===== src/rtl/bal_pkg.sv =====
// Shared constants and types of the byte arithmetic and logic datapath.
// Assumes one core clock; operand values come from the register file
// on the same clock, so no input needs synchronising.
package bal_pkg;

    ////////////////////////////////////////////////////////////////////////
    // Widths
    localparam int BAL_DATA_W = 8;              // Byte width
    localparam int BAL_FLAG_W = 6;              // Status flags kept here

    ////////////////////////////////////////////////////////////////////////
    // Status flag positions inside the flag vector
    localparam int BAL_FLG_C = 0;               // Carry or borrow out
    localparam int BAL_FLG_Z = 1;               // Result zero
    localparam int BAL_FLG_N = 2;               // Result negative
    localparam int BAL_FLG_V = 3;               // Two's complement overflow
    localparam int BAL_FLG_S = 4;               // Sign, N xor V
    localparam int BAL_FLG_H = 5;               // Carry out of bit three

    // Value after reset
    localparam logic [5:0] BAL_FLAGS_RST = 6'h00;   // All flags clear
    localparam logic [7:0] BAL_BYTE_RST  = 8'h00;   // Result bytes clear

    ////////////////////////////////////////////////////////////////////////
    // Cycle counts of each class of operation
    localparam int BAL_BYTE_CYCLES = 1;         // Byte operations
    localparam int BAL_WORD_CYCLES = 2;         // Word immediate operations

    ////////////////////////////////////////////////////////////////////////
    // Operation select presented by the decoder
    typedef enum logic [3:0] {
        BAL_OP_SUM          = 4'h0,             // Dest + source
        BAL_OP_SUM_CARRY    = 4'h1,             // Dest + source + C
        BAL_OP_WORD_PLUS    = 4'h2,             // Pair + immediate
        BAL_OP_DIFF         = 4'h3,             // Dest - source
        BAL_OP_DIFF_IMM     = 4'h4,             // Dest - immediate
        BAL_OP_DIFF_BORROW  = 4'h5,             // Dest - source - C
        BAL_OP_DIFF_IMM_BOR = 4'h6,             // Dest - immediate - C
        BAL_OP_WORD_MINUS   = 4'h7,             // Pair - immediate
        BAL_OP_CONJ         = 4'h8,             // Dest and source
        BAL_OP_CONJ_IMM     = 4'h9,             // Dest and immediate
        BAL_OP_DISJ         = 4'ha,             // Dest or source
        BAL_OP_DISJ_IMM     = 4'hb,             // Dest or immediate
        BAL_OP_XOR          = 4'hc              // Dest xor source
    } bal_op_t;

    // Kind of work asked of the byte unit
    typedef enum logic [2:0] {
        BAL_K_ADD = 3'h0,                       // Add with carry in
        BAL_K_SUB = 3'h1,                       // Subtract with borrow in
        BAL_K_AND = 3'h2,                       // Bitwise and
        BAL_K_OR  = 3'h3,                       // Bitwise or
        BAL_K_XOR = 3'h4                        // Bitwise exclusive or
    } bal_kind_t;

    // Sequencer states, one-hot
    typedef enum logic [1:0] {
        BAL_ST_IDLE    = 2'b01,                 // Ready for an operation
        BAL_ST_WORD_HI = 2'b10                  // Second cycle of a word op
    } bal_state_t;

endpackage : bal_pkg


===== src/rtl/bal_calc_if.sv =====
// Operand and result bundle between the sequencer and the byte unit.
// Purely combinational; both ends live on the core clock.
interface bal_calc_if;
    logic [7:0]         a;                      // First operand
    logic [7:0]         b;                      // Second operand
    logic               cin;                    // Carry or borrow in
    bal_pkg::bal_kind_t kind;                   // Work to do
    logic [7:0]         y;                      // Result byte
    logic               c_out;                  // Carry or borrow out
    logic               h_out;                  // Half carry out
    logic               v_out;                  // Signed overflow

    // Sequencer side
    modport core (output a, b, cin, kind, input y, c_out, h_out, v_out);
    // Arithmetic side
    modport unit (input a, b, cin, kind, output y, c_out, h_out, v_out);
endinterface : bal_calc_if


===== src/rtl/bal_alu.sv =====
// Byte arithmetic and logic datapath of an 8-bit core, with status flags.
// Assumes the decoder presents operands from the register file on the
// core clock and writes back the result when done pulses.
//
// Functional notes
// - Sum and sum with carry, ZCNVH, one cycle
// - Word plus immediate on pair, ZCNVS, two cycles
// - Difference register or immediate, ZCNVH, one cycle
// - Difference with borrow, ZCNVH, one cycle
// - Word minus immediate on pair, ZCNVS, two cycles
// - Conjunction stores AND, only ZNV, one cycle
// - Disjunction stores OR, only ZNV, one cycle
// - Exclusive-or of registers, only ZNV, one cycle
module bal_alu #(
    parameter int IMM_W = 6                     // Word immediate width
) (
    input  wire logic             ref_clk,      // Core clock, 25 MHz
    input  wire logic             arst_n,       // Async reset, active low
    input  wire logic             op_start,     // Take an operation
    input  wire bal_pkg::bal_op_t op_sel,       // Which operation
    input  wire logic [7:0]       dst_val,      // Destination register
    input  wire logic [7:0]       src_val,      // Source register
    input  wire logic [7:0]       imm_val,      // Immediate constant
    input  wire logic [7:0]       pair_lo,      // Pair low register
    input  wire logic [7:0]       pair_hi,      // Pair high register
    output logic                  busy,         // Word op in progress
    output logic                  done,         // Result ready, one cycle
    output logic                  res_word,     // Result is a pair
    output logic [7:0]            res_lo,       // Byte or pair low result
    output logic [7:0]            res_hi,       // Pair high result
    output logic [5:0]            flags         // Status flags
);

    ////////////////////////////////////////////////////////////////////////
    // Parameter check: the word immediate must fit in a byte
    if (IMM_W < 1 || IMM_W > bal_pkg::BAL_DATA_W)
    begin : g_bad_imm
        $error("IMM_W must lie between 1 and 8");
    end

    ////////////////////////////////////////////////////////////////////////
    // All state in one record
    typedef struct packed {
        bal_pkg::bal_state_t st;                // Sequencer state
        bal_pkg::bal_kind_t  wkind;             // Word op: add or subtract
        logic [7:0]          hi_opd;            // Saved pair high byte
        logic                lo_c;              // Carry out of low byte
        logic                lo_z;              // Low byte was zero
        logic                busy;              // Output copy
        logic                done;              // Output copy
        logic                res_word;          // Output copy
        logic [7:0]          res_lo;            // Output copy
        logic [7:0]          res_hi;            // Output copy
        logic [5:0]          flags;             // Output copy
    } bal_state_rec_t;

    localparam bal_state_rec_t REC_RST = '{
        st:       bal_pkg::BAL_ST_IDLE,
        wkind:    bal_pkg::BAL_K_ADD,
        hi_opd:   bal_pkg::BAL_BYTE_RST,
        lo_c:     1'b0,
        lo_z:     1'b0,
        busy:     1'b0,
        done:     1'b0,
        res_word: 1'b0,
        res_lo:   bal_pkg::BAL_BYTE_RST,
        res_hi:   bal_pkg::BAL_BYTE_RST,
        flags:    bal_pkg::BAL_FLAGS_RST
    };

    bal_state_rec_t state;                      // Registered record
    bal_state_rec_t next_state;                 // Next record

    bal_calc_if     cu ();                      // Byte unit bundle

    ////////////////////////////////////////////////////////////////////////
    // Flag update used by every byte operation; S is only touched by
    // word operations, so a byte op leaves it as it stood
    // Conventional flag terms
    function automatic logic [5:0] byte_flags(
        input logic [5:0] old,
        input logic [7:0] y,
        input logic       c,
        input logic       h,
        input logic       v,
        input logic       arith
    );
        logic [5:0] f;
        f                    = old;
        f[bal_pkg::BAL_FLG_Z] = (y == 8'h00);
        f[bal_pkg::BAL_FLG_N] = y[7];
        f[bal_pkg::BAL_FLG_V] = v;
        if (arith)
        begin
            f[bal_pkg::BAL_FLG_C] = c;
            f[bal_pkg::BAL_FLG_H] = h;
        end
        return f;
    endfunction : byte_flags

    ////////////////////////////////////////////////////////////////////////
    // The byte unit does all the arithmetic, for both halves of a word
    bal_byte_unit u_unit (
        .cu (cu.unit)
    );

    ////////////////////////////////////////////////////////////////////////
    // Operand steering and sequencing
    always_comb
    begin
        logic arith;
        logic word_op;
        arith      = 1'b0;
        word_op    = 1'b0;
        next_state = state;
        next_state.done = 1'b0;
        cu.a    = dst_val;
        cu.b    = src_val;
        cu.cin  = 1'b0;
        cu.kind = bal_pkg::BAL_K_ADD;

        unique case (state.st)
            // Ready: requests while busy are never seen here
            bal_pkg::BAL_ST_IDLE:
            begin
                unique case (op_sel)
                    bal_pkg::BAL_OP_SUM:
                    begin
                        arith = 1'b1;
                    end
                    bal_pkg::BAL_OP_SUM_CARRY:
                    begin
                        arith  = 1'b1;
                        cu.cin = state.flags[bal_pkg::BAL_FLG_C];
                    end
                    bal_pkg::BAL_OP_DIFF:
                    begin
                        arith   = 1'b1;
                        cu.kind = bal_pkg::BAL_K_SUB;
                    end
                    bal_pkg::BAL_OP_DIFF_IMM:
                    begin
                        arith   = 1'b1;
                        cu.kind = bal_pkg::BAL_K_SUB;
                        cu.b    = imm_val;
                    end
                    bal_pkg::BAL_OP_DIFF_BORROW:
                    begin
                        arith   = 1'b1;
                        cu.kind = bal_pkg::BAL_K_SUB;
                        cu.cin  = state.flags[bal_pkg::BAL_FLG_C];
                    end
                    bal_pkg::BAL_OP_DIFF_IMM_BOR:
                    begin
                        arith   = 1'b1;
                        cu.kind = bal_pkg::BAL_K_SUB;
                        cu.b    = imm_val;
                        cu.cin  = state.flags[bal_pkg::BAL_FLG_C];
                    end
                    bal_pkg::BAL_OP_WORD_PLUS:
                    begin
                        word_op = 1'b1;
                        cu.a    = pair_lo;
                        cu.b    = {{(8 - IMM_W){1'b0}}, imm_val[IMM_W-1:0]};
                    end
                    bal_pkg::BAL_OP_WORD_MINUS:
                    begin
                        word_op = 1'b1;
                        cu.kind = bal_pkg::BAL_K_SUB;
                        cu.a    = pair_lo;
                        cu.b    = {{(8 - IMM_W){1'b0}}, imm_val[IMM_W-1:0]};
                    end
                    bal_pkg::BAL_OP_CONJ:     cu.kind = bal_pkg::BAL_K_AND;
                    bal_pkg::BAL_OP_CONJ_IMM:
                    begin
                        cu.kind = bal_pkg::BAL_K_AND;
                        cu.b    = imm_val;
                    end
                    bal_pkg::BAL_OP_DISJ:     cu.kind = bal_pkg::BAL_K_OR;
                    bal_pkg::BAL_OP_DISJ_IMM:
                    begin
                        cu.kind = bal_pkg::BAL_K_OR;
                        cu.b    = imm_val;
                    end
                    bal_pkg::BAL_OP_XOR:      cu.kind = bal_pkg::BAL_K_XOR;
                    // Unused codes behave as a sum but are dropped below
                    default:                  cu.kind = bal_pkg::BAL_K_ADD;
                endcase

                if (op_start && word_op)
                begin
                    // Keep the low half and wait one cycle for the high half
                    next_state.st     = bal_pkg::BAL_ST_WORD_HI;
                    next_state.wkind  = cu.kind;
                    next_state.hi_opd = pair_hi;
                    next_state.lo_c   = cu.c_out;
                    next_state.lo_z   = (cu.y == 8'h00);
                    next_state.res_lo = cu.y;
                    next_state.busy   = 1'b1;
                end
                else if (op_start && op_sel <= bal_pkg::BAL_OP_XOR)
                begin
                    // Byte result and flags land together after one cycle
                    next_state.done     = 1'b1;
                    next_state.res_word = 1'b0;
                    next_state.res_lo   = cu.y;
                    next_state.res_hi   = bal_pkg::BAL_BYTE_RST;
                    next_state.flags    = byte_flags(state.flags, cu.y,
                        cu.c_out, cu.h_out, cu.v_out, arith);
                end
            end

            // High byte: ripple the saved carry into the pair high byte
            bal_pkg::BAL_ST_WORD_HI:
            begin
                cu.a    = state.hi_opd;
                cu.b    = 8'h00;
                cu.cin  = state.lo_c;
                cu.kind = state.wkind;
                next_state.st       = bal_pkg::BAL_ST_IDLE;
                next_state.busy     = 1'b0;
                next_state.done     = 1'b1;
                next_state.res_word = 1'b1;
                next_state.res_hi   = cu.y;
                // Word flags from the whole 16-bit result
                next_state.flags[bal_pkg::BAL_FLG_Z] =
                    state.lo_z & (cu.y == 8'h00);
                next_state.flags[bal_pkg::BAL_FLG_N] = cu.y[7];
                next_state.flags[bal_pkg::BAL_FLG_V] = cu.v_out;
                next_state.flags[bal_pkg::BAL_FLG_C] = cu.c_out;
                next_state.flags[bal_pkg::BAL_FLG_S] =
                    cu.y[7] ^ cu.v_out;
            end

            // Illegal code: recover to idle
            default:
            begin
                next_state = REC_RST;
            end
        endcase
    end

    ////////////////////////////////////////////////////////////////////////
    // State register
    always_ff @(posedge ref_clk or negedge arst_n)
    begin
        if (!arst_n)
            state <= REC_RST;
        else
            state <= next_state;
    end

    // Outputs straight from the record
    assign busy     = state.busy;
    assign done     = state.done;
    assign res_word = state.res_word;
    assign res_lo   = state.res_lo;
    assign res_hi   = state.res_hi;
    assign flags    = state.flags;

endmodule : bal_alu


===== src/rtl/bal_byte_unit.sv =====
// Byte-wide adder, subtractor and bitwise unit with raw flag terms.
// Assumes the caller folds Z and N from the result and keeps the flags.
module bal_byte_unit (
    bal_calc_if.unit cu                         // Operands in, result out
);

    ////////////////////////////////////////////////////////////////////////
    // Result and carry terms; logic kinds report no carry or overflow
    always_comb
    begin
        logic [8:0] wide;
        wide     = 9'h000;
        cu.y     = 8'h00;
        cu.c_out = 1'b0;
        cu.h_out = 1'b0;
        cu.v_out = 1'b0;
        unique case (cu.kind)
            // Sum with carry in
            bal_pkg::BAL_K_ADD:
            begin
                wide     = {1'b0, cu.a} + {1'b0, cu.b} + {8'h00, cu.cin};
                cu.y     = wide[7:0];
                cu.c_out = wide[8];
                cu.h_out = (cu.a[3] & cu.b[3]) | (cu.b[3] & ~wide[3])
                         | (~wide[3] & cu.a[3]);
                cu.v_out = (cu.a[7] & cu.b[7] & ~wide[7])
                         | (~cu.a[7] & ~cu.b[7] & wide[7]);
            end
            // Difference with borrow in; bit 8 of the wrap is the borrow
            bal_pkg::BAL_K_SUB:
            begin
                wide     = {1'b0, cu.a} - {1'b0, cu.b} - {8'h00, cu.cin};
                cu.y     = wide[7:0];
                cu.c_out = wide[8];
                cu.h_out = (~cu.a[3] & cu.b[3]) | (cu.b[3] & wide[3])
                         | (wide[3] & ~cu.a[3]);
                cu.v_out = (cu.a[7] & ~cu.b[7] & ~wide[7])
                         | (~cu.a[7] & cu.b[7] & wide[7]);
            end
            bal_pkg::BAL_K_AND: cu.y = cu.a & cu.b;   // Conjunction
            bal_pkg::BAL_K_OR:  cu.y = cu.a | cu.b;   // Disjunction
            bal_pkg::BAL_K_XOR: cu.y = cu.a ^ cu.b;   // Exclusive or
            // Unused kind codes give zero
            default:            cu.y = 8'h00;
        endcase
    end

endmodule : bal_byte_unit


===== config.mk =====
export PLATFORM = sky130hd
export DESIGN_NAME = bal_alu
export DESIGN_NICKNAME = d
export VERILOG_FILES = /design/src/rtl/bal_pkg.sv /design/src/rtl/bal_calc_if.sv /design/src/rtl/bal_alu.sv /design/src/rtl/bal_byte_unit.sv
export SDC_FILE = /design/constraint.sdc
export NUM_CORES = 1
export LEC_CHECK = 0
export BUFFER_PORTS_ARGS = -buffer_cell sky130_fd_sc_hd__buf_2
export CORE_UTILIZATION = 55
export DETAILED_ROUTE_END_ITERATION = 10
export GPL_TIMING_DRIVEN = 1
export PLACE_DENSITY = 0.86
export SLEW_MARGIN = 20
export SYNTH_ARGS = -nofsm -noshare
export SYNTH_HDL_FRONTEND = slang
export SYNTH_HIERARCHICAL = 1
export SYNTH_SLANG_ARGS = --single-unit

===== constraint.sdc =====
create_clock -name ref_clk -period 13.1 [get_ports ref_clk]
set_clock_uncertainty 0.1 [all_clocks]
set_input_delay 1.31 -clock ref_clk [delete_from_list [all_inputs] [get_ports ref_clk]]
set_output_delay 1.31 -clock ref_clk [all_outputs]
set_load 0.01 [all_outputs]

==> results of run 1 <==
-- per-stage QoR --
stage	total power (W)	worst slack [ns]	hold WS, ns
3_5_place_dp	0.000963	7.38	0.375
4_1_cts	0.00107	7.42	0.397
2_1_floorplan	0.000791	7.91	0.354
6_report	0.00108	7.32	0.402
3_3_place_gp	0.000948	7.52	0.374
5_1_grt	0.00117	6.90	0.432
-- power groups by stage --
| stage | Clock (W) | Combinational [W] | Sequential [W] |
|---|---|---|---|
| detailed placement | 0 | 0.000794 | 0.000169 |
| CTS | 0.000105 | 0.000798 | 0.000167 |
| global route | 0.000109 | 0.000890 | 0.000170 |
| global placement | 0 | 0.000781 | 0.000167 |
| finish | 0.000104 | 0.000813 | 0.000167 |
| floorplan | 0 | 0.000625 | 0.000166 |
-- flip-flops by register name, indices dropped and copies added (netlist names) --
signal,cells
done,1
flags,6
res_hi,8
res_lo,8
res_word,1
state,15
-- path summary, 6_finish.rpt --
path	from	endpoint	slack [ns]
worst max register to register	state[38]	flags[1]	7.32
max in group asynchronous	arst_n	state[30]	11.33
worst min-delay path	state[37]	state[37]	0.40
worst min register to register	state[37]	state[37]	0.40
worst max-delay path	state[38]	flags[1]	7.32
min in group asynchronous	arst_n	res_hi[2]	1.03
-- cells in the final DEF (no fill, tap or decap), types with 6 or more instances in the layout --
| cell | instances |
|---|---|
| buf_2 | 71 |
| nand2_1 | 62 |
| inv_1 | 48 |
| dfrtp_1 | 38 |
| o21ai_0 | 35 |
| ha_1 | 34 |
| a22oi_1 | 21 |
| mux2i_1 | 18 |
| a21oi_1 | 18 |
| and2_1 | 17 |
| nor2_1 | 13 |
| a221o_1 | 13 |
| nor3_1 | 12 |
| nand3_1 | 8 |
| xor2_1 | 7 |
| nor2b_1 | 6 |
| clkbuf_8 | 6 |
-- cells by family (layout without fill, tap and decap cells) --
family	Yosys count	after routing	synth area share
xor gates and xnor gates	12	12	0.0272
DFF	39	39	0.253
AOI/OAI and AO/OA	122	122	0.220
muxes	21	21	0.0563
and+or+nand+nor	142	142	0.188
adders and majority gates	39	39	0.136
buffers and inverters	94	132	0.121
-- final cells by class --
type                            instances  area, um2
Tap cell                               96        120
Sequential cell                        39        977
Clock buffer                            6       82.6
Fill cell                             598       2580
Timing Repair Buffer                   76        393
Inverter                               48        180
Multi-Input combinational cell        336       2420
Clock inverter                          2       35.0
-- layer usage --
metal | part of all wire | global-route usage | wire length (um) | up-vias
met4 | 0.029 | 0.0894 | 301 | 0
li1 | - | - | - | 1685
met1 | 0.45 | 0.404 | 4630 | 1715
met2 | 0.45 | 0.426 | 4570 | 170
met5 | 0 | 0 | 0 | -
met3 | 0.071 | 0.0414 | 728 | 22
-- critical path: cells and delay by family (launching register included) --
family                     cells  cell delay [ns]
and+or+nand+nor                5             1.62
AOI/OAI and AO/OA              5             1.01
muxes                          1             0.19
adders and majority gates      3             1.46
xor gates and xnor gates       1             0.16
DFF                            1             0.53
buffers and inverters          2             0.63
==> Implementation_results.wiki, run 1 <==
{| class="wikitable"
! Metric !! Value
|-
| Setup repair after global routing missed its margin || no
|-
| Crit path cell chain || ha_1, inv_1, or4_1, a21oi_1, inv_1, fa_1, fa_1, or2_1, a21oi_2, o21ai_1, xor2_1, a222oi_1, o31ai_1, nor4_1, nand2_1, nor3_1, mux2_2
|-
| Fin. max-slew vios || 0
|-
| Status || finished clean
|-
| Final setup violation count || 0
|-
| Iter 0 DRT Violations || 299
|-
| Clk root buf || clkbuf_8
|-
| Antenna-violating nets left || 0
|-
| Shortest clock period the worst path allows after layout || 5.78 ns
|-
| Post-cts sizing count || 0
|-
| Worst hold path type || reg2reg
|-
| Hold-fix buffer count after cts || 0
|-
| Number of placed instances with taps included || 595
|-
| Most instantiated cells after synthesis || nand2_1, inv_1, dfrtp_1
|-
| Classification of the worst setup path || reg2reg
|-
| Number of synthesized flops with an enable pin || 0
|-
| Most common cell in the netlist || nand2_1
|-
| Seq/Total Area, Yosys || 0.253
|-
| Total congestion overflow after global routing || 0
|-
| Worst slew margin || 0.425
|-
| Endpoint kind of the worst setup timing path || flop
|-
| Endpoints failing hold || 0
|-
| Maximum number of pins on one net before global-route repair || 40
|-
| H-tree level count || 2
|-
| Leak || 2.03 nW
|-
| HPWL Detailed || 7.99 mm
|-
| Fraction of layout instances using a drive strength above 1 || 0.199
|-
| Die footprint || 7380 um2
|-
| Longest Clk Path Bufs || 2
|-
| Overall routing resource usage || 0.279
|-
| Post-synthesis register bit count || 39
|-
| Post-Route Utilization || 0.620
|-
| Row cnt || 30
|-
| Maximum ir drop on the vdd rail || 0.000217 V
|-
| Count of boundary I/O pins || 72
|-
| Ys async rst share || 1.00
|-
| Share of Yosys cell area claimed by the top area cell type || 0.246
|-
| Count of cells along the worst hold path || 1
|-
| R2R depth || 17
|-
| CTS tree || yes
|-
| Detailed-route DRC error count || 0
|-
| Cell Pwr Density || 257 nW/um2
|-
| Share of total power in sequential cells || 0.154
|-
| Synth area leader || dfrtp_1
|-
| Number of iterations in the first detailed-routing pass || 5
|-
| Gate count of the mapped netlist || 469
|-
| Area growth from synthesis to final layout || 8.86%
|-
| Longest individual stage delay on the worst path || 0.65 ns
|-
| Placeable core region || 6790 um2
|-
| Overall die width || 85.9 um
|-
| Number of nets in the final layout || 592
|-
| Post-synthesis average cell area || 8.25 um2
|-
| Via count || 3592
|-
| Endpoint required time on the critical path || 13.22 ns
|-
| Switching share of power || 0.513
|-
| Fmax || 0.173 GHz
|-
| Internal power of the cells || 0.000528 W
|-
| Port Buffer Count || 71
|-
| Diode insertion count for antenna repair || 0
|-
| Number of global-route vias before repair || 3267
|-
| Clock slew at the register clock pins of the worst setup and hold paths || 0.08 ns
|-
| Arrival @ worst endpoint || 5.90 ns
|-
| DRT Wirelength || 10.2 mm
|-
| Post-synth top flop || dfrtp_1
|-
| TritonCTS buffer count || 5
|-
| Vert. Die Dim || 85.9 um
|-
| Count of different cell masters after synthesis || 58
|-
| Mean routed wirelength per cell || 17.0 um
|-
| NetSw || 0.000555 W
|-
| Non-filler instance count after layout || 603
|-
| Worst path slowest cell || or4_1
|-
| Combinational power share || 0.750
|-
| Clk network pwr share || 0.096
|-
| Biggest fanout along the worst timing path || 22
|-
| First-pass GRT wire length || 16.1 mm
|-
| Design Area, Final || 4210 um2
|-
| Sink Count || 39
|-
| Top cells by area, synth || dfrtp_1, ha_1, nand2_1
|-
| Mapped Nets || 555
|-
| Fin crit share || 0.441
|-
| Slew at the pin closest to its max-slew limit || 0.862 ns
|-
| Cell area after technology mapping || 3870 um2
|-
| MaxCap Viol Count || 0
|-
| Cell area reported after detailed placement || 4100 um2
|-
| Clk_lat worst skew || 0.29 ns
|-
| Yosys warning count || 6
|-
| Number of antenna violations at the first check in global routing || 0
|-
| Starting utilization of the core area || 0.570
|-
| Number of setup buffers added after CTS || 0
|-
| Setup crit start kind || flop
|-
| Ratio of routed vias to standard cells || 5.96
|-
| TNS Setup || 0 ns
|-
| Final Wtd Congestion || 0.965
|}
Power figures use the tool's default switching activity.
==> run 2: changes to the inputs <==
Settings changed: CORE_UTILIZATION 55 to 52, PLACE_DENSITY 0.86 to 0.85.
Clock period 13.1 ns to 5.3 ns, I/O delays scaled along.
==> Implementation_results.wiki, run 2 (synthesized netlist as in run 1, its figures left out) <==
{| class="wikitable"
! Metric !! Value
|-
| Fmax || 0.203 GHz (+17%)
|-
| HPWL Detailed || 8.13 mm (+1.8%)
|-
| Via count || 3659 (+1.9%)
|-
| Mean routed wirelength per cell || 17.1 um (+0.98%)
|-
| Place WS || 0.340 ns (-7.04 ns)
|-
| Final setup margin || 0.371 ns (-6.95 ns)
|-
| R2R depth || 19 (+2)
|-
| Placeable core region || 7210 um2 (+6.2%)
|-
| Shortest clock period the worst path allows after layout || 4.93 ns (-0.850 ns)
|-
| TNS Setup || 0 ns (unchanged)
|-
| Maximum number of pins on one net before global-route repair || 40 (unchanged)
|-
| Reg-to-reg setup timing slack || 0.37 ns (-6.95 ns)
|-
| Total congestion overflow after global routing || 0 (unchanged)
|-
| Row cnt || 31 (+3.3%)
|-
| Fin. max-slew vios || 0 (unchanged)
|-
| Endpoint required time on the critical path || 5.43 ns (-7.79 ns)
|-
| FF+latch area || 977 um2 (unchanged)
|-
| Antenna-violating nets left || 0 (unchanged)
|-
| Endpoints failing hold || 0 (unchanged)
|-
| Number of nets in the final layout || 598 (+1.0%)
|-
| Status || finished clean
|-
| Arrival @ worst endpoint || 5.06 ns (-0.84 ns)
|-
| Fraction of layout instances using a drive strength above 1 || 0.212 (+0.0133)
|-
| CTS tree || yes
|-
| Longest Clk Path Bufs || 2 (unchanged)
|-
| Iter 0 DRT Violations || 321 (+7.4%)
|-
| Clk_lat worst skew || 0.30 ns (about the same)
|-
| H-tree level count || 2 (unchanged)
|-
| Number of global-route vias before repair || 3409 (+4.3%)
|-
| Number of antenna violations at the first check in global routing || 0 (unchanged)
|-
| Final Wtd Congestion || 1.01 (+4.9%)
|-
| Setup crit start kind || flop
|-
| Ratio of routed vias to standard cells || 5.98 (+0.37%)
|-
| Vert. Die Dim || 88.3 um (+2.8%)
|-
| Area growth from synthesis to final layout || 10.4%
|-
| Post-Route Utilization || 0.592 (-0.0280)
|-
| Worst slew margin || 0.418 (-0.00686)
|-
| Overall routing resource usage || 0.276 (-0.00282)
|-
| Port Buffer Count || 71 (unchanged)
|-
| Most flop-heavy register || state
|-
| MaxCap Viol Count || 0 (unchanged)
|-
| First-pass GRT wire length || 16.5 mm (+2.7%)
|-
| Most common library cell in the layout ignoring fill and taps || buf_2
|-
| Worst hold path type || in2async
|-
| Critical R2R Capture || flags[1]
|-
| Setup repair after global routing missed its margin || no
|-
| Maximum ir drop on the vdd rail || 0.000341 V (+58%)
|-
| Starting utilization of the core area || 0.536 (-0.0332)
|-
| Leak || 2.06 nW (+1.4%)
|-
| Area used by multi-input combinational logic || 2430 um2 (+0.41%)
|-
| Classification of the worst setup path || reg2reg
|-
| TritonCTS buffer count || 5 (unchanged)
|-
| Flip-flop count of the largest register, all copies and words added || 15 (unchanged)
|-
| Cell Pwr Density || 647 nW/um2 (+150%)
|-
| Number of setup buffers added after CTS || 0 (unchanged)
|-
| Overall die width || 88.3 um (+2.8%)
|-
| Commonest non-fill, non-tap cells in the layout || buf_2, nand2_1, inv_1
|-
| Clk root buf || clkbuf_8
|-
| DRT Wirelength || 10.5 mm (+2.5%)
|-
| Endpoint kind of the worst setup timing path || flop
|-
| Clock slew at the register clock pins of the worst setup and hold paths || 0.07 ns (about the same)
|-
| Count of boundary I/O pins || 72 (unchanged)
|-
| Biggest fanout along the worst timing path || 21 (-4.5%)
|-
| Number of iterations in the first detailed-routing pass || 5 (unchanged)
|-
| Pwr Total || 0.00276 W (+160%)
|-
| Fin crit share || 0.930 (+0.489)
|-
| Sink Count || 39 (unchanged)
|-
| Detailed-route DRC error count || 0 (unchanged)
|-
| Diode insertion count for antenna repair || 0 (unchanged)
|-
| Startpoint of the worst register-to-register path || state[38]
|-
| Number of filler instances in the final layout || 664 (+11%)
|-
| Final setup violation count || 0 (unchanged)
|-
| Slew at the pin closest to its max-slew limit || 0.873 ns (+0.0102 ns)
|-
| Die footprint || 7790 um2 (+5.6%)
|}
## run 2: cell count changes in the layout (fill, tap and decap cells not counted), sizes merged
cell / change
buf: +6
## run 2: layout make-up
class	count	area share
multi-input cells	336	0.570
flip-flops and latches	39	0.229
repair buffers	82	0.103
inverters	48	0.0422
well taps	99	0.0290
clock buffers	6	0.0193
clock inverters	2	0.00820
## run 2: report_power, final
part / internal, W / switching [W] / leakage, nW
Combinational: 0.000825 / 0.00127 / 1.47
Clock: 0.000152 / 0.000106 / 0.0612
Sequential: 0.000369 / 0.0000469 / 0.528
## run 2: how the worst max path moves through the flow
stage               from       end  cells after the start
2_1_floorplan  state[39]  flags[1]                     19
3_3_place_gp   op_sel[0]  flags[1]                     18
3_5_place_dp   op_sel[0]  flags[1]                     18
4_1_cts        state[38]  flags[1]                     17
5_1_grt        state[39]  flags[1]                     20
6_report       state[38]  flags[1]                     19
## run 2: per-layer routing
layer / share of wire / global-route usage / vias to the layer above
li1: - / - / 1707
met1: 0.42 / 0.366 / 1746
met2: 0.48 / 0.461 / 178
met3: 0.081 / 0.0457 / 28
met4: 0.022 / 0.0865 / 0
met5: 0 / 0 / -
## run 2: metrics by stage
step           instances  instance area (um2)  hold WS [ns]
3_5_place_dp         604                 4140         0.376
2_1_floorplan        469                 3870         0.134
3_3_place_gp         604                 4140         0.376
4_1_cts              612                 4260         0.263
5_1_grt              612                 4270         0.305
6_report             612                 4270         0.241
## run 2: what timing repair did
action                                  CTS  global route
gates resized for setup                   0             2
hold buffers                              0             0
hold endpoints to repair                  0             0
endpoints found under the setup margin    0             1
## run 2: critical path, cell delays in order, from the launching register on
cell,delay [ns]
dfstp_2,0.54
ha_1,0.27
inv_1,0.09
buf_4,0.21
o21bai_1,0.35
buf_4,0.22
a221o_1,0.26
inv_1,0.12
ha_1,0.38
ha_1,0.37
o21ai_0,0.12
a22oi_2,0.25
o21ai_0,0.14
a311oi_2,0.37
o22a_1,0.18
nand2_1,0.13
nor4_1,0.28
nand2_1,0.10
nor3_1,0.19
mux2_2,0.17
==> run 3: changes to the inputs <==
Settings changed: CORE_ASPECT_RATIO set to 0.8.
==> Implementation_results.wiki, run 3 (synthesized netlist as in run 1, its figures left out) <==
{| class="wikitable"
! Metric !! Value
|-
| Status || complete, but fails checks
|-
| Failing checks || DRC
|-
| Number of nets in the final layout || 598 (unchanged)
|-
| Most common library cell in the layout ignoring fill and taps || buf_2
|-
| MaxCap Viol Count || 0 (unchanged)
|-
| Endpoints failing hold || 0 (unchanged)
|-
| Overall die width || 98.5 um (+12%)
|-
| Number of iterations in the first detailed-routing pass || 11 (+6)
|-
| DRT Wirelength || 10.5 mm (about the same)
|-
| Number of antenna violations at the first check in global routing || 0 (unchanged)
|-
| Number of buffers and inverters on the critical path || 3 (-1)
|-
| Design Area, Final || 4250 um2 (-0.59%)
|-
| CTS tree || yes
|-
| Worst hold path type || in2async
|-
| Setup repair after global routing missed its margin || no
|-
| Clk_lat worst skew || 0.29 ns (about the same)
|-
| Vert. Die Dim || 79.2 um (-10%)
|-
| Port Buffer Count || 71 (unchanged)
|-
| Crit path cell chain || ha_1, buf_4, nor2b_1, buf_4, and2_1, a221o_1, inv_1, fa_1, fa_1, or2_1, a21oi_2, o21ai_1, xor2_1, a222oi_1, o31ai_1, nor4_1, nand2_1, nor3_1, mux2_2
|-
| First-pass GRT wire length || 16.8 mm (+2.2%)
|-
| HPWL Detailed || 8.30 mm (+2.1%)
|-
| Arrival @ worst endpoint || 5.13 ns (+0.07 ns)
|-
| Maximum ir drop on the vdd rail || 0.000231 V (-32%)
|-
| Cell area reported after detailed placement || 4130 um2 (-0.36%)
|-
| Maximum number of pins on one net before global-route repair || 40 (unchanged)
|-
| Fmax || 0.200 GHz (-1.4%)
|-
| Cell Pwr Density || 642 nW/um2 (-0.80%)
|-
| Longest Clk Path Bufs || 2 (unchanged)
|-
| Slew at the pin closest to its max-slew limit || 0.867 ns (-0.00517 ns)
|-
| Commonest non-fill, non-tap cells in the layout || buf_2, nand2_1, inv_1
|-
| TritonCTS buffer count || 5 (unchanged)
|-
| Antenna-violating nets left || 0 (unchanged)
|-
| Flip-flop count of the largest register, all copies and words added || 15 (unchanged)
|-
| TNS Setup || 0 ns (unchanged)
|-
| Detailed-route DRC error count || 4 (+4)
|-
| Fraction of layout instances using a drive strength above 1 || 0.209 (-0.00390)
|-
| Pwr Total || 0.00273 W (-1.4%)
|-
| Hold-fix buffer count after cts || 0 (unchanged)
|-
| Setup crit start kind || flop
|-
| Final setup violation count || 0 (unchanged)
|-
| Biggest fanout along the worst timing path || 12 (-43%)
|-
| Shortest clock period the worst path allows after layout || 5.00 ns (+0.0708 ns)
|-
| Total congestion overflow after global routing || 0 (unchanged)
|-
| Sink Count || 39 (unchanged)
|-
| Die footprint || 7790 um2 (about the same)
|-
| Number of global-route vias before repair || 3370 (-1.1%)
|-
| Most flop-heavy register || state
|-
| Worst slew margin || 0.422 (+0.00345)
|-
| Final Wtd Congestion || 0.990 (-2.1%)
|-
| Place WS || 0.351 ns (+0.0113 ns)
|-
| Placeable core region || 7030 um2 (-2.6%)
|-
| Overall routing resource usage || 0.278 (+0.00185)
|-
| Final setup margin || 0.300 ns (-0.0708 ns)
|-
| Iter 0 DRT Violations || 320 (-0.31%)
|-
| Starting utilization of the core area || 0.551 (+0.0143)
|-
| Endpoint required time on the critical path || 5.43 ns (about the same)
|-
| Leak || 2.06 nW (about the same)
|-
| H-tree level count || 2 (unchanged)
|-
| Classification of the worst setup path || reg2reg
|-
| Fin. max-slew vios || 0 (unchanged)
|-
| Longest individual stage delay on the worst path || 0.54 ns (about the same)
|-
| R2R depth || 19 (unchanged)
|-
| Ratio of routed vias to standard cells || 6.01 (+0.47%)
|-
| Clock slew at the register clock pins of the worst setup and hold paths || 0.07 ns (about the same)
|-
| Reg-to-reg setup timing slack || 0.30 ns (-0.07 ns)
|-
| Count of boundary I/O pins || 72 (unchanged)
|-
| Worst path slowest cell || dfstp_2
|-
| Post-cts sizing count || 0 (unchanged)
|-
| Startpoint of the worst register-to-register path || state[38]
|-
| Number of setup buffers added after CTS || 0 (unchanged)
|-
| Critical R2R Capture || flags[1]
|-
| Fin crit share || 0.943 (+0.0134)
|-
| Endpoint kind of the worst setup timing path || flop
|-
| Mean routed wirelength per cell || 17.5 um (+2.0%)
|-
| Largest delay contributor family on the critical path || simple AND/OR/NAND/NOR gates
|-
| Area growth from synthesis to final layout || 9.73%
|-
| Via count || 3604 (-1.5%)
|-
| Diode insertion count for antenna repair || 0 (unchanged)
|-
| Row cnt || 27 (-13%)
|-
| Clk root buf || clkbuf_8
|}
[run 3: cell type report]
class / count / area [um2]
fill: 638 / 2780
multi-input combinational: 336 / 2420
sequential: 39 / 977
timing repair buffer: 82 / 438
inverter: 48 / 180
tap: 87 / 109
clock buffer: 6 / 82.6
clock inverter: 2 / 35.0
[run 3: stage by stage]
step                       util  instances  hold slack, ns
after CTS                 0.604        600           0.264
after floorplan               -        469           0.134
after detailed placement  0.588        592           0.377
final                     0.604        600           0.243
after global placement    0.588        592           0.374
after global routing      0.604        600           0.320
[run 3: worst max-delay path by stage]
stage / from / endpoint / depth (start not counted)
after detailed placement: op_sel[0] / flags[1] / 18
after CTS: state[38] / flags[1] / 19
after global routing: state[38] / flags[1] / 19
after floorplan: state[39] / flags[1] / 19
after global placement: op_sel[0] / flags[1] / 17
final: state[38] / flags[1] / 19
[run 3: where the power goes]
group          switching (W)  internal, W
sequential         0.0000471     0.000369
combinational        0.00124     0.000812
clock               0.000102     0.000152
total                0.00139      0.00133
[run 3: per-layer routing]
layer / GRT usage / vias to the layer above / routed length (um)
met3: 0.0590 / 14 / 934
met5: 0 / - / 0
met4: 0.0761 / 0 / 124
li1: - / 1696 / -
met1: 0.392 / 1708 / 4730
met2: 0.430 / 186 / 4700
